`config.mk`:
```
export PLATFORM = sky130hd
export DESIGN_NAME = ignition_power_up_sequencer
export DESIGN_NICKNAME = d
export VERILOG_FILES = /design/src/hdl/seq_pkg.sv /design/src/hdl/level_filter.sv /design/src/hdl/ignition_power_up_sequencer.sv
export VERILOG_INCLUDE_DIRS = /design/src /design/src/hdl
export SDC_FILE = /design/constraint.sdc
export NUM_CORES = 1
export LEC_CHECK = 0
export ABC_AREA = 1
export BUFFER_PORTS_ARGS = -buffer_cell sky130_fd_sc_hd__buf_2
export CAP_MARGIN = 15
export CORE_MARGIN = 10
export CORE_UTILIZATION = 60
export CTS_CLUSTER_DIAMETER = 200
export DETAILED_ROUTE_END_ITERATION = 12
export HOLD_SLACK_MARGIN = 0.1
export PLACE_DENSITY = 0.78
export REMOVE_ABC_BUFFERS = 1
export SETUP_SLACK_MARGIN = 0.15
export SYNTH_ARGS = -nofsm -noshare
export SYNTH_HDL_FRONTEND = slang
export SYNTH_HIERARCHICAL = 1
export SYNTH_SLANG_ARGS = --single-unit
```
`constraint.sdc`:
```
create_clock -name clk_sys -period 1.8 [get_ports clk_sys]
set_input_delay 0.09 -clock clk_sys [delete_from_list [all_inputs] [get_ports clk_sys]]
set_output_delay 0.09 -clock clk_sys [all_outputs]
set_load 0.1 [all_outputs]
```
`src/hdl/seq_defines.svh`:
```
// Purpose: constants for the ignition power-up sequencer
// Assumes: clk_sys at 20 MHz (50 ns period)
// Notes: times kept in their own unit, cycle counts derived from them
// What this block does
// - Switch on only after key stays above high threshold for whole filter.
// - Relay topology: switch-on starts by enabling main relay drive.
// - Relay topology: bias only once battery exceeds UV release level.
// - Enable 5 V rail a fixed regulator start delay after biasing activates.
// - Enable 3.3 V rail about 1.0 ms after 5 V rail passes UV threshold.
// - Enable both sensor supplies in the same step as the 5 V rail.
// - Permanent topology: bias on key high, ignoring battery comparator.
// - Permanent topology: 5 V rail start delay after key filter expires.
// - Switch off when overvoltage stays asserted past its filter time.
// - Key filter for on and off lasts between 7.5 and 24 ms.
`ifndef SEQ_DEFINES_SVH
`define SEQ_DEFINES_SVH
`define CLK_PERIOD_NS 50
// Key filter 16 ms typical, inside the 7.5 to 24 ms window
`define KEY_FILTER_US 16000
`define KEY_FILTER_CYC ((`KEY_FILTER_US * 1000) / `CLK_PERIOD_NS)
`define REG_DELAY_US 200
`define REG_DELAY_CYC ((`REG_DELAY_US * 1000) / `CLK_PERIOD_NS)
`define LOGIC_RAIL_DELAY_US 1000
`define LOGIC_RAIL_DELAY_CYC ((`LOGIC_RAIL_DELAY_US * 1000) / `CLK_PERIOD_NS)
`define OV_FILTER_US 100
`define OV_FILTER_CYC ((`OV_FILTER_US * 1000) / `CLK_PERIOD_NS)
`define CNT_W 20
`endif

```
`src/hdl/seq_pkg.sv`:
```
package seq_pkg;
   typedef enum logic [2:0] {
      ST_OFF, ST_RELAY, ST_BIAS, ST_REG_WAIT, ST_RAIL_UP, ST_V3_WAIT, ST_ON
   } step_t;

   typedef struct packed {
      logic main_relay_drive;
      logic bias_en;
      logic main_5v_rail;
      logic logic_3v3_rail;
      logic sensor_supply_one;
      logic sensor_supply_two;
   } enables_t;

   typedef struct packed {
      logic key_high;
      logic battery_uv_ok;
      logic rail_uv_ok;
      logic battery_ov;
   } sense_t;
endpackage

```
`src/hdl/level_filter.sv`:
```
// Purpose: deglitch filter, output follows input after it holds stable
// Assumes: input synchronous to clk_sys
// Notes: any bounce restarts the count
`timescale 1ns/1ps
module level_filter #(
   parameter int unsigned CYCLES = 4,
   parameter int unsigned W = 20
) (
   input wire logic clk_sys, // system clock
   input wire logic reset, // async reset, active high
   input wire logic din, // raw level
   output logic dout // filtered level
);
   typedef struct packed {
      logic [W-1:0] cnt;
      logic out;
   } st_t;
   st_t s_q;
   st_t s_d;

   always_comb
   begin
      s_d = s_q;
      if (din == s_q.out)
         s_d.cnt = '0;
      else if (s_q.cnt >= W'(CYCLES - 1))
      begin
         s_d.cnt = '0;
         s_d.out = din;
      end
      else
         s_d.cnt = s_q.cnt + W'(1);
   end

   always_ff @(posedge clk_sys or posedge reset)
   begin
      if (reset)
         s_q <= '0;
      else
         s_q <= s_d;
   end

   assign dout = s_q.out;
endmodule

```
`src/hdl/ignition_power_up_sequencer.sv`:
```
// Purpose: power-up sequencing of relay, biasing and regulators from key
// Assumes: comparator inputs synchronous to clk_sys
// Notes: power-down and power latch live elsewhere; key low or overvoltage
//        simply drops all enables
`timescale 1ns/1ps
`include "seq_defines.svh"
module ignition_power_up_sequencer #(
   parameter int unsigned KEY_CYC = `KEY_FILTER_CYC,
   parameter int unsigned REG_CYC = `REG_DELAY_CYC,
   parameter int unsigned V3_CYC = `LOGIC_RAIL_DELAY_CYC,
   parameter int unsigned OV_CYC = `OV_FILTER_CYC
) (
   input wire logic clk_sys, // system clock 20 MHz
   input wire logic reset, // async reset, active high
   input wire logic permanent_supply, // 1: battery always connected
   input wire seq_pkg::sense_t sense, // comparator levels
   output seq_pkg::enables_t enables, // supply enables, registered
   output seq_pkg::step_t step // current step, registered
);
   localparam int W = `CNT_W;

   typedef struct packed {
      seq_pkg::step_t st;
      logic [W-1:0] cnt;
      logic [W-1:0] ov_cnt;
      logic ov_trip;
      seq_pkg::enables_t en;
   } state_t;
   state_t s_q;
   state_t s_d;
   logic key_flt;

   function automatic logic done(input logic [W-1:0] c, input int unsigned n);
      done = (c >= W'(n - 1));
   endfunction

   level_filter #(.CYCLES(KEY_CYC), .W(W)) u_key (
      .clk_sys(clk_sys),
      .reset(reset),
      .din(sense.key_high),
      .dout(key_flt)
   );

   always_comb
   begin
      s_d = s_q;
      s_d.cnt = s_q.cnt + W'(1);
      // Key low clears the trip first, so an overvoltage that is still
      // filtered in the same cycle sets it again: the set wins
      if (!key_flt)
         s_d.ov_trip = 1'b0;
      // Overvoltage filter, saturating
      if (!sense.battery_ov)
         s_d.ov_cnt = '0;
      else if (!done(s_q.ov_cnt, OV_CYC))
         s_d.ov_cnt = s_q.ov_cnt + W'(1);
      else
         s_d.ov_trip = 1'b1;
      case (s_q.st)
         seq_pkg::ST_OFF:
         begin
            s_d.en = '0;
            s_d.cnt = '0;
            if (key_flt && !s_q.ov_trip)
               s_d.st = permanent_supply ? seq_pkg::ST_BIAS
                                         : seq_pkg::ST_RELAY;
         end
         seq_pkg::ST_RELAY:
         begin
            s_d.en.main_relay_drive = 1'b1;
            s_d.cnt = '0;
            if (sense.battery_uv_ok)
               s_d.st = seq_pkg::ST_BIAS;
         end
         seq_pkg::ST_BIAS:
         begin
            // Permanent supply biases straight from the key; the relay
            // still closes so it can switch the loads
            s_d.en.main_relay_drive = 1'b1;
            s_d.en.bias_en = 1'b1;
            s_d.cnt = '0;
            s_d.st = seq_pkg::ST_REG_WAIT;
         end
         seq_pkg::ST_REG_WAIT:
            if (done(s_q.cnt, REG_CYC))
               s_d.st = seq_pkg::ST_RAIL_UP;
         seq_pkg::ST_RAIL_UP:
         begin
            s_d.en.main_5v_rail = 1'b1;
            s_d.en.sensor_supply_one = 1'b1;
            s_d.en.sensor_supply_two = 1'b1;
            s_d.cnt = '0;
            if (sense.rail_uv_ok)
               s_d.st = seq_pkg::ST_V3_WAIT;
         end
         seq_pkg::ST_V3_WAIT:
            if (done(s_q.cnt, V3_CYC))
               s_d.st = seq_pkg::ST_ON;
         seq_pkg::ST_ON:
            s_d.en.logic_3v3_rail = 1'b1;
         default:
            s_d.st = seq_pkg::ST_OFF;
      endcase
      if (s_q.st != seq_pkg::ST_OFF && (!key_flt || s_d.ov_trip))
      begin
         s_d.st = seq_pkg::ST_OFF;
         s_d.en = '0;
         s_d.cnt = '0;
      end
   end

   always_ff @(posedge clk_sys or posedge reset)
   begin
      if (reset)
      begin
         s_q <= '0;
         s_q.st <= seq_pkg::ST_OFF;
      end
      else
         s_q <= s_d;
   end

   assign enables = s_q.en;
   assign step = s_q.st;

   off_quiet_a: assert property (@(posedge clk_sys) disable iff (reset)
      s_q.st == seq_pkg::ST_OFF |=> enables == '0)
      else $error("enables active while off");

   relay_first_a: assert property (@(posedge clk_sys) disable iff (reset)
      $rose(enables.bias_en) && !permanent_supply |->
         $past(enables.main_relay_drive))
      else $error("bias before relay");

   bias_battery_a: assert property (@(posedge clk_sys)
      disable iff (reset)
      $rose(enables.bias_en) && !permanent_supply |->
         $past(sense.battery_uv_ok, 2))
      else $error("bias without battery");

   rail_delay_a: assert property (@(posedge clk_sys) disable iff (reset)
      $rose(enables.bias_en) |-> !enables.main_5v_rail [*2])
      else $error("5V rail too early");

   sensors_with_rail_a: assert property (@(posedge clk_sys)
      disable iff (reset)
      enables.main_5v_rail == enables.sensor_supply_one &&
      enables.sensor_supply_one == enables.sensor_supply_two)
      else $error("sensor supplies out of step");

   v3_after_rail_a: assert property (@(posedge clk_sys)
      disable iff (reset)
      enables.logic_3v3_rail |-> enables.main_5v_rail && enables.bias_en)
      else $error("3V3 without 5V");

   key_gate_a: assert property (@(posedge clk_sys) disable iff (reset)
      !key_flt && s_q.st != seq_pkg::ST_OFF |=> s_q.st == seq_pkg::ST_OFF)
      else $error("not off after key low");

   ov_off_a: assert property (@(posedge clk_sys) disable iff (reset)
      s_q.ov_trip |=> enables == '0)
      else $error("still on after overvoltage");

   order_a: assert property (@(posedge clk_sys) disable iff (reset)
      s_q.st == seq_pkg::ST_V3_WAIT |-> $past(s_q.st) inside
         {seq_pkg::ST_RAIL_UP, seq_pkg::ST_V3_WAIT})
      else $error("step skipped");

   // Each step after off is reached only from its predecessor (bias also straight from off) or by staying put
   relay_order_a: assert property (@(posedge clk_sys)
      disable iff (reset)
      s_q.st == seq_pkg::ST_RELAY |-> $past(s_q.st) inside
         {seq_pkg::ST_OFF, seq_pkg::ST_RELAY})
      else $error("relay step out of order");

   bias_order_a: assert property (@(posedge clk_sys)
      disable iff (reset)
      s_q.st == seq_pkg::ST_BIAS |-> $past(s_q.st) inside
         {seq_pkg::ST_OFF, seq_pkg::ST_RELAY})
      else $error("bias step out of order");

   reg_order_a: assert property (@(posedge clk_sys)
      disable iff (reset)
      s_q.st == seq_pkg::ST_REG_WAIT |-> $past(s_q.st) inside
         {seq_pkg::ST_BIAS, seq_pkg::ST_REG_WAIT})
      else $error("regulator wait out of order");

   rail_order_a: assert property (@(posedge clk_sys)
      disable iff (reset)
      s_q.st == seq_pkg::ST_RAIL_UP |-> $past(s_q.st) inside
         {seq_pkg::ST_REG_WAIT, seq_pkg::ST_RAIL_UP})
      else $error("rail step out of order");

   on_order_a: assert property (@(posedge clk_sys)
      disable iff (reset)
      s_q.st == seq_pkg::ST_ON |-> $past(s_q.st) inside
         {seq_pkg::ST_V3_WAIT, seq_pkg::ST_ON})
      else $error("on step out of order");

   // The filtered key may only move towards the level the pin holds
   key_filter_a: assert property (@(posedge clk_sys)
      disable iff (reset)
      $changed(key_flt) |-> key_flt == $past(sense.key_high))
      else $error("key filter moved against the pin");

   key_first_a: assert property (@(posedge clk_sys)
      disable iff (reset)
      $rose(enables.main_relay_drive) |-> $past(key_flt, 2))
      else $error("relay without filtered key");

   relay_alone_a: assert property (@(posedge clk_sys)
      disable iff (reset)
      $rose(enables.main_relay_drive) && !permanent_supply |->
         !enables.bias_en && !enables.main_5v_rail)
      else $error("relay not first in relay topology");

   // Permanent supply goes straight from off to biasing
   perm_bias_a: assert property (@(posedge clk_sys)
      disable iff (reset)
      $rose(enables.bias_en) && permanent_supply |->
         $past(s_q.st, 2) == seq_pkg::ST_OFF)
      else $error("permanent bias waited");

   rails_need_bias_a: assert property (@(posedge clk_sys)
      disable iff (reset)
      !enables.bias_en |-> !enables.main_5v_rail && !enables.logic_3v3_rail)
      else $error("regulator on without biasing");

   ov_cause_a: assert property (@(posedge clk_sys)
      disable iff (reset)
      $rose(s_q.ov_trip) |-> $past(sense.battery_ov))
      else $error("trip without overvoltage");

   // A latched trip refuses switch-on until the key goes low
   ov_refuse_a: assert property (@(posedge clk_sys)
      disable iff (reset)
      s_q.ov_trip && s_q.st == seq_pkg::ST_OFF |=>
         s_q.st == seq_pkg::ST_OFF)
      else $error("switch-on while tripped");
endmodule

```
==> results.md, run 1 <==
- N_diodes: 0
- Drt pass-1 iters: 5
- Post-synthesis mux area share: 0
- Hold Crit Start: permanent_supply
- CTS tree: done
- Crit-path max FO: 14
- Endpoints failing hold: 0
- CTS Buf Count: 9
- Multi-input logic area: 1880 um^2
- Floorplan core area: 6310 um^2
- Pleak: 2.08 nW
- Post-synthesis simple-gate area fraction: 0.359
- VDD IR-drop max: 0.00106 V
- Initial DRC count: 187
- Post-Route WL: 7.77 mm
- CP startpoint kind: register
- Cell Area, Placed: 3970 um^2
- MaxCap Viol Count: 0
- Adder-Cell Fraction of Synth Area: 0.00965
- Clock sinks: 69
- Yosys cell types: 36
- CTS H-Tree Depth: 3
- Tmin final: 1.61 ns
- Post-Synth XOR/XNOR Area: 0.0540
- Final #Nets: 535
- Tot GR Track Use: 0.151
- Post-route non-filler standard cell count: 607
- Combinational share of power: 0.275
- Die height: 101 um
- Avg Vias per Cell: 5.21
- Finished Cell Area: 4320 um^2
- Synth top area cells: dfrtp_1, nand2_1, nor2_1
- Commonest non-fill, non-tap cell in the layout: nand2_1
- Hold endpoint: step[0]
- Synth Area in Compound Gates: 0.0392
- F_max: 623 MHz
- Initial antenna violation count: 0
- Maximum root-to-sink buffer count: 2
- Proportion of layout cells with a drive suffix above 1: 0.174
- Routed via count: 3,160
- Total grt overflow: 0
- Flops & latches, synth: 69
- Synthesized area: 3890 um^2
- Routability cong.: 0.893
- Sequential cell area fraction in the yosys report: 0.444
- Clock Latency Late Sink: 0.34 ns
- Placed Cells: 581
- RSZ-0062 raised after global routing: true
- Crit. End Element: register
- Clk slew on worst S/H paths: 0.08 ns
- Post-Syn Area per Cell: 7.78 um^2
- Net Sw Frac: 0.395
- DP HPWL: 5.45 mm
- Setup Viol. Count Final: 0
- Psw: 1.56 mW
- Post-synth EDFFs: 0
- Die X-Extent: 101 um
- Clock skew: 0.00868 ns
- Int Power: 2.40 mW
- Largest family of logic cells by synthesized area: simple AND/OR/NAND/NOR gates
- Vias in the first global route: 3,000
- Fin crit share: 0.892
- Final Slew Violations: 0
- Area leader, netlist: dfrtp_1
- R2R depth: 10
- HP Class: in -> reg
- Largest net degree at the start of global routing: 24
- CP Data Required Time: 2.03 ns
- Post-DRT Antenna Nets: 0
- Reg-to-reg critical path startpoint: s_q[8]
- First-pass GRT wire length: 12.7 mm
- Final Power: 3.96 mW
- FILL cells: 519
- Power Dens Cells: 916 nW/um^2
- Initial Util: 0.616
- Most common flop cell mapped by yosys: dfrtp_1
- Storage cell area: 1730 um^2
- Num rows: 29
- Setup_tns: 0 ns
- Synth async-reset ratio: 1.00
- Run status: complete, no violations
- Routed len/inst: 12.8 um
- # port buffers: 15
- Commonest non-fill, non-tap cells in the layout: nand2_1, nor2_1, dfrtp_1
- Mapped Cells: 500
- FF-to-FF End: s_q[36]
- IO Pins: 16
- Part of the power in registers: 0.430
- Worst EP arrival: 1.84 ns
- Synth warnings: 6
- Kind of critical path: reg -> reg
- Die area: 10,100 um^2
- Detailed-route DRC error count: 0
- Clock share of power: 0.295
- Layout area overhead: 10.9%
- Top cell type's share of synthesized area: 0.444
- CTS Root Cell: clkbuf_8
- Hold depth: 6
- Worst reg2reg setup slack: 0.19 ns
critical path, stage by stage, from the launching register on:
cell     delay (ns)
dfrtp_1        0.38
ha_2           0.20
nand3_2        0.11
nand2_1        0.09
nand3_2        0.10
nand2_4        0.12
nand2_4        0.08
nand2_4        0.11
nand2_8        0.09
nand2_8        0.13
nor2_1         0.07
state kept, by name, summed over array words and instances, names as in the netlist:
| signal | count |
|---|---|
| s_q | 41 |
| u_key/s_q | 20 |
| u_key/dout | 1 |
| step | 3 |
| enables | 4 |
synthesized netlist by cell type (2+ instances only):
master	instances
nand3_1	36
dfrtp_1	69
o21ai_0	9
xnor2_1	3
inv_1	61
o31ai_1	3
nand2_1	119
buf_2	2
nand2_2	3
nand2_4	6
inv_2	3
nor2_2	11
xor2_1	21
nor2_1	85
ha_1	3
a21oi_1	8
buf_4	10
nor3_1	15
o211ai_1	2
nor2_4	6
nand4_1	10
metal layers:
metal / share of wire / vias up / GRT usage
met5: 0 / - / 0
met4: 0.025 / 0 / 0.0609
met3: 0.045 / 19 / 0.0288
met1: 0.43 / 1459 / 0.183
met2: 0.50 / 80 / 0.255
li1: - / 1602 / -
repair_timing:
action                                  in CTS  in global routing
pin swaps                                    0                  6
hold endpoints to repair                    50                  0
endpoints found under the setup margin       3                 51
resized for setup                            3                 14
setup buffers                                0                  6
hold buffers                                 3                  0
gates cloned                                 0                  1
power groups by stage:
| stage | registers, mW | logic [mW] | clock network (mW) |
|---|---|---|---|
| global placement | 1.73 | 1.00 | 0 |
| detailed placement | 1.73 | 1.01 | 0 |
| floorplan | 2.11 | 0.438 | 0 |
| finish | 1.70 | 1.09 | 1.17 |
| CTS | 1.70 | 1.02 | 1.19 |
| global route | 1.71 | 1.17 | 1.26 |
layout make-up:
class	count	share of cell area
Clock inverter	6	0.0107
Tap cell	77	0.0223
Timing Repair Buffer	28	0.0446
Clock buffer	10	0.0319
Sequential cell	69	0.400
Inverter	64	0.0557
Multi-Input combinational cell	353	0.434
worst max-delay path by stage:
| stage | startpoint | to | slack, ns | cells after the start |
|---|---|---|---|---|
| floorplan | enables[3] | enables[3] | -0.64 | 2 |
| global placement | s_q[27] | step[0] | 0.16 | 8 |
| detailed placement | s_q[27] | step[0] | 0.1 | 9 |
| CTS | s_q[8] | s_q[34] | 0.15 | 10 |
| global route | s_q[27] | step[0] | 0.11 | 8 |
| finish | s_q[8] | s_q[36] | 0.19 | 10 |
cells by family (layout without fill, tap and decap cells):
group,after synthesis,count (layout)
flops,69,69
buf+inv,79,108
compound gates,25,25
fa+ha+maj,3,3
other cells,1,1
xor+xnor,24,24
simple gates,299,300
metrics by stage:
| stage | hold slack [ns] | util | setup WS (ns) |
|---|---|---|---|
| floorplan | 0.0665 | - | -0.635 |
| global placement | 0.148 | 0.629 | 0.165 |
| detailed placement | 0.154 | 0.629 | 0.100 |
| CTS | 0.127 | 0.665 | 0.152 |
| global route | 0.176 | 0.684 | 0.110 |
| finish | 0.156 | 0.684 | 0.195 |
Power figures use the tool's default switching activity.
==> inputs of run 2 (changes only) <==
CORE_MARGIN = 2   (was 10)
==> results.md, run 2 (synthesis results as in run 1) <==
- Run status: complete, no violations
- Num rows: 29
- Maximum root-to-sink buffer count: 2
- CTS tree: done
- MaxCap Viol Count: 0
- Total grt overflow: 0
- Floorplan core area: 6310 um^2
- Clock Latency Late Sink: 0.34 ns
- CTS Buf Count: 9
- First-pass GRT wire length: 13.4 mm
- Initial Util: 0.616
- Clk slew on worst S/H paths: 0.07 ns
- # port buffers: 15
- Tot GR Track Use: 0.233
- Fin crit share: 0.862
- Commonest non-fill, non-tap cell in the layout: nand2_1
- N_diodes: 0
- Clock sinks: 69
- Endpoints failing hold: 0
- Die area: 7150 um^2
- Post-DRT Antenna Nets: 0
- Avg Vias per Cell: 5.23
- Layout area overhead: 10.7%
- Drt pass-1 iters: 5
- CP startpoint kind: register
- CP Data Required Time: 2.06 ns
- DP HPWL: 5.48 mm
- Pleak: 2.06 nW
- Vias in the first global route: 3,076
- Final #Nets: 530
- CTS Root Cell: clkbuf_8
- Crit. End Element: register
- Routed len/inst: 12.8 um
- RSZ-0062 raised after global routing: true
- Largest net degree at the start of global routing: 34
- FILL cells: 528
- Setup_tns: 0 ns
- Proportion of layout cells with a drive suffix above 1: 0.164
- Commonest non-fill, non-tap cells in the layout: nand2_1, nor2_1, dfrtp_1
- Kind of critical path: reg -> reg
- F_max: 644 MHz
- Max reg flops: 41
- Initial DRC count: 280
- Power Dens Cells: 925 nW/um^2
- Detailed-route DRC error count: 0
- CTS H-Tree Depth: 3
- IO Pins: 16
- Final Power: 3.99 mW
- Reg with most FFs: s_q
- Placed Cells: 579
- Crit-path max FO: 14
- Routability cong.: 0.922
- VDD IR-drop max: 0.000870 V
- Tmin final: 1.55 ns
- Die X-Extent: 84.5 um
- Initial antenna violation count: 0
- Post-Route WL: 7.69 mm
- Routed via count: 3,136
- Slew HR: 0.485
- Slew @ Worst Pin: 0.772 ns
- Die height: 84.5 um
- Final Slew Violations: 0
- Clock skew: 0.00904 ns
- Setup Viol. Count Final: 0
- Worst EP arrival: 1.81 ns
- HP Class: in -> reg
- Post-route non-filler standard cell count: 600
==> run 2: changes by cell type in the layout (fill, tap and decap cells not counted), moves of 2 or more <==
cell	delta
buf_4	-5
clkbuf_1	+2
clkinvlp_4	-2
inv_6	-2
==> run 2: where the power goes <==
group,leakage [nW],internal (mW),switching [mW]
clock,0.0923,0.661,0.538
combinational,1.02,0.233,0.850
sequential,0.951,1.62,0.0872
total,2.06,2.51,1.48
==> run 2: metrics by stage <==
stage / hold slack (ns) / setup WS [ns] / area (um^2) / util
after floorplan: 0.0665 / -0.635 / 3770 / -
after global placement: 0.252 / 0.232 / 3950 / 0.626
after detailed placement: 0.252 / 0.117 / 3950 / 0.626
after CTS: 0.102 / 0.152 / 4180 / 0.662
after global routing: 0.139 / 0.147 / 4310 / 0.682
final: 0.121 / 0.248 / 4310 / 0.682
==> run 2: layer usage <==
metal | GRT usage | vias up | part of all wire
li1 | - | 1584 | -
met1 | 0.297 | 1488 | 0.44
met2 | 0.391 | 51 | 0.51
met3 | 0.0590 | 13 | 0.030
met4 | 0.0779 | 0 | 0.015
met5 | 0 | - | 0
==> run 2: path summary, 6_finish.rpt <==
kind / startpoint / endpoint / slack, ns / cells past startpoint
max: s_q[7] / s_q[34] / 0.25 / 10
max reg2reg: s_q[7] / s_q[34] / 0.25 / 10
min: sense[0] / s_q[24] / 0.12 / 3
min reg2reg: u_key/s_q[1] / u_key/s_q[1] / 0.46 / 1
max in group asynchronous: reset / s_q[27] / 0.78 / 4
min in group asynchronous: reset / s_q[7] / 0.41 / 3
==> run 2: worst max-delay path: stages, from the launching register on <==
cell	delay [ns]
dfrtp_1	0.39
ha_1	0.22
nand3_2	0.10
nand2_1	0.07
nand3_2	0.08
nand2_4	0.09
nand2_4	0.10
nand2_4	0.09
nand2_8	0.10
nand2_8	0.09
nor3_1	0.13
==> run 2: layout make-up <==
cell class | instances | area (um^2) | share of cell area
clock buffer | 12 | 145 | 0.0337
sequential | 69 | 1730 | 0.401
multi-input combinational | 352 | 1890 | 0.438
inverter | 64 | 240 | 0.0558
tap | 77 | 96.3 | 0.0224
timing repair buffer | 24 | 175 | 0.0407
clock inverter | 2 | 35.0 | 0.00813
==> run 2: what timing repair did <==
action                                  CTS  global route
gates resized for setup                   3            18
hold buffers                              3             0
endpoints found under the setup margin    4            49
buffers inserted                          0             4
pin swaps                                 0             4
hold endpoints to repair                 54             0
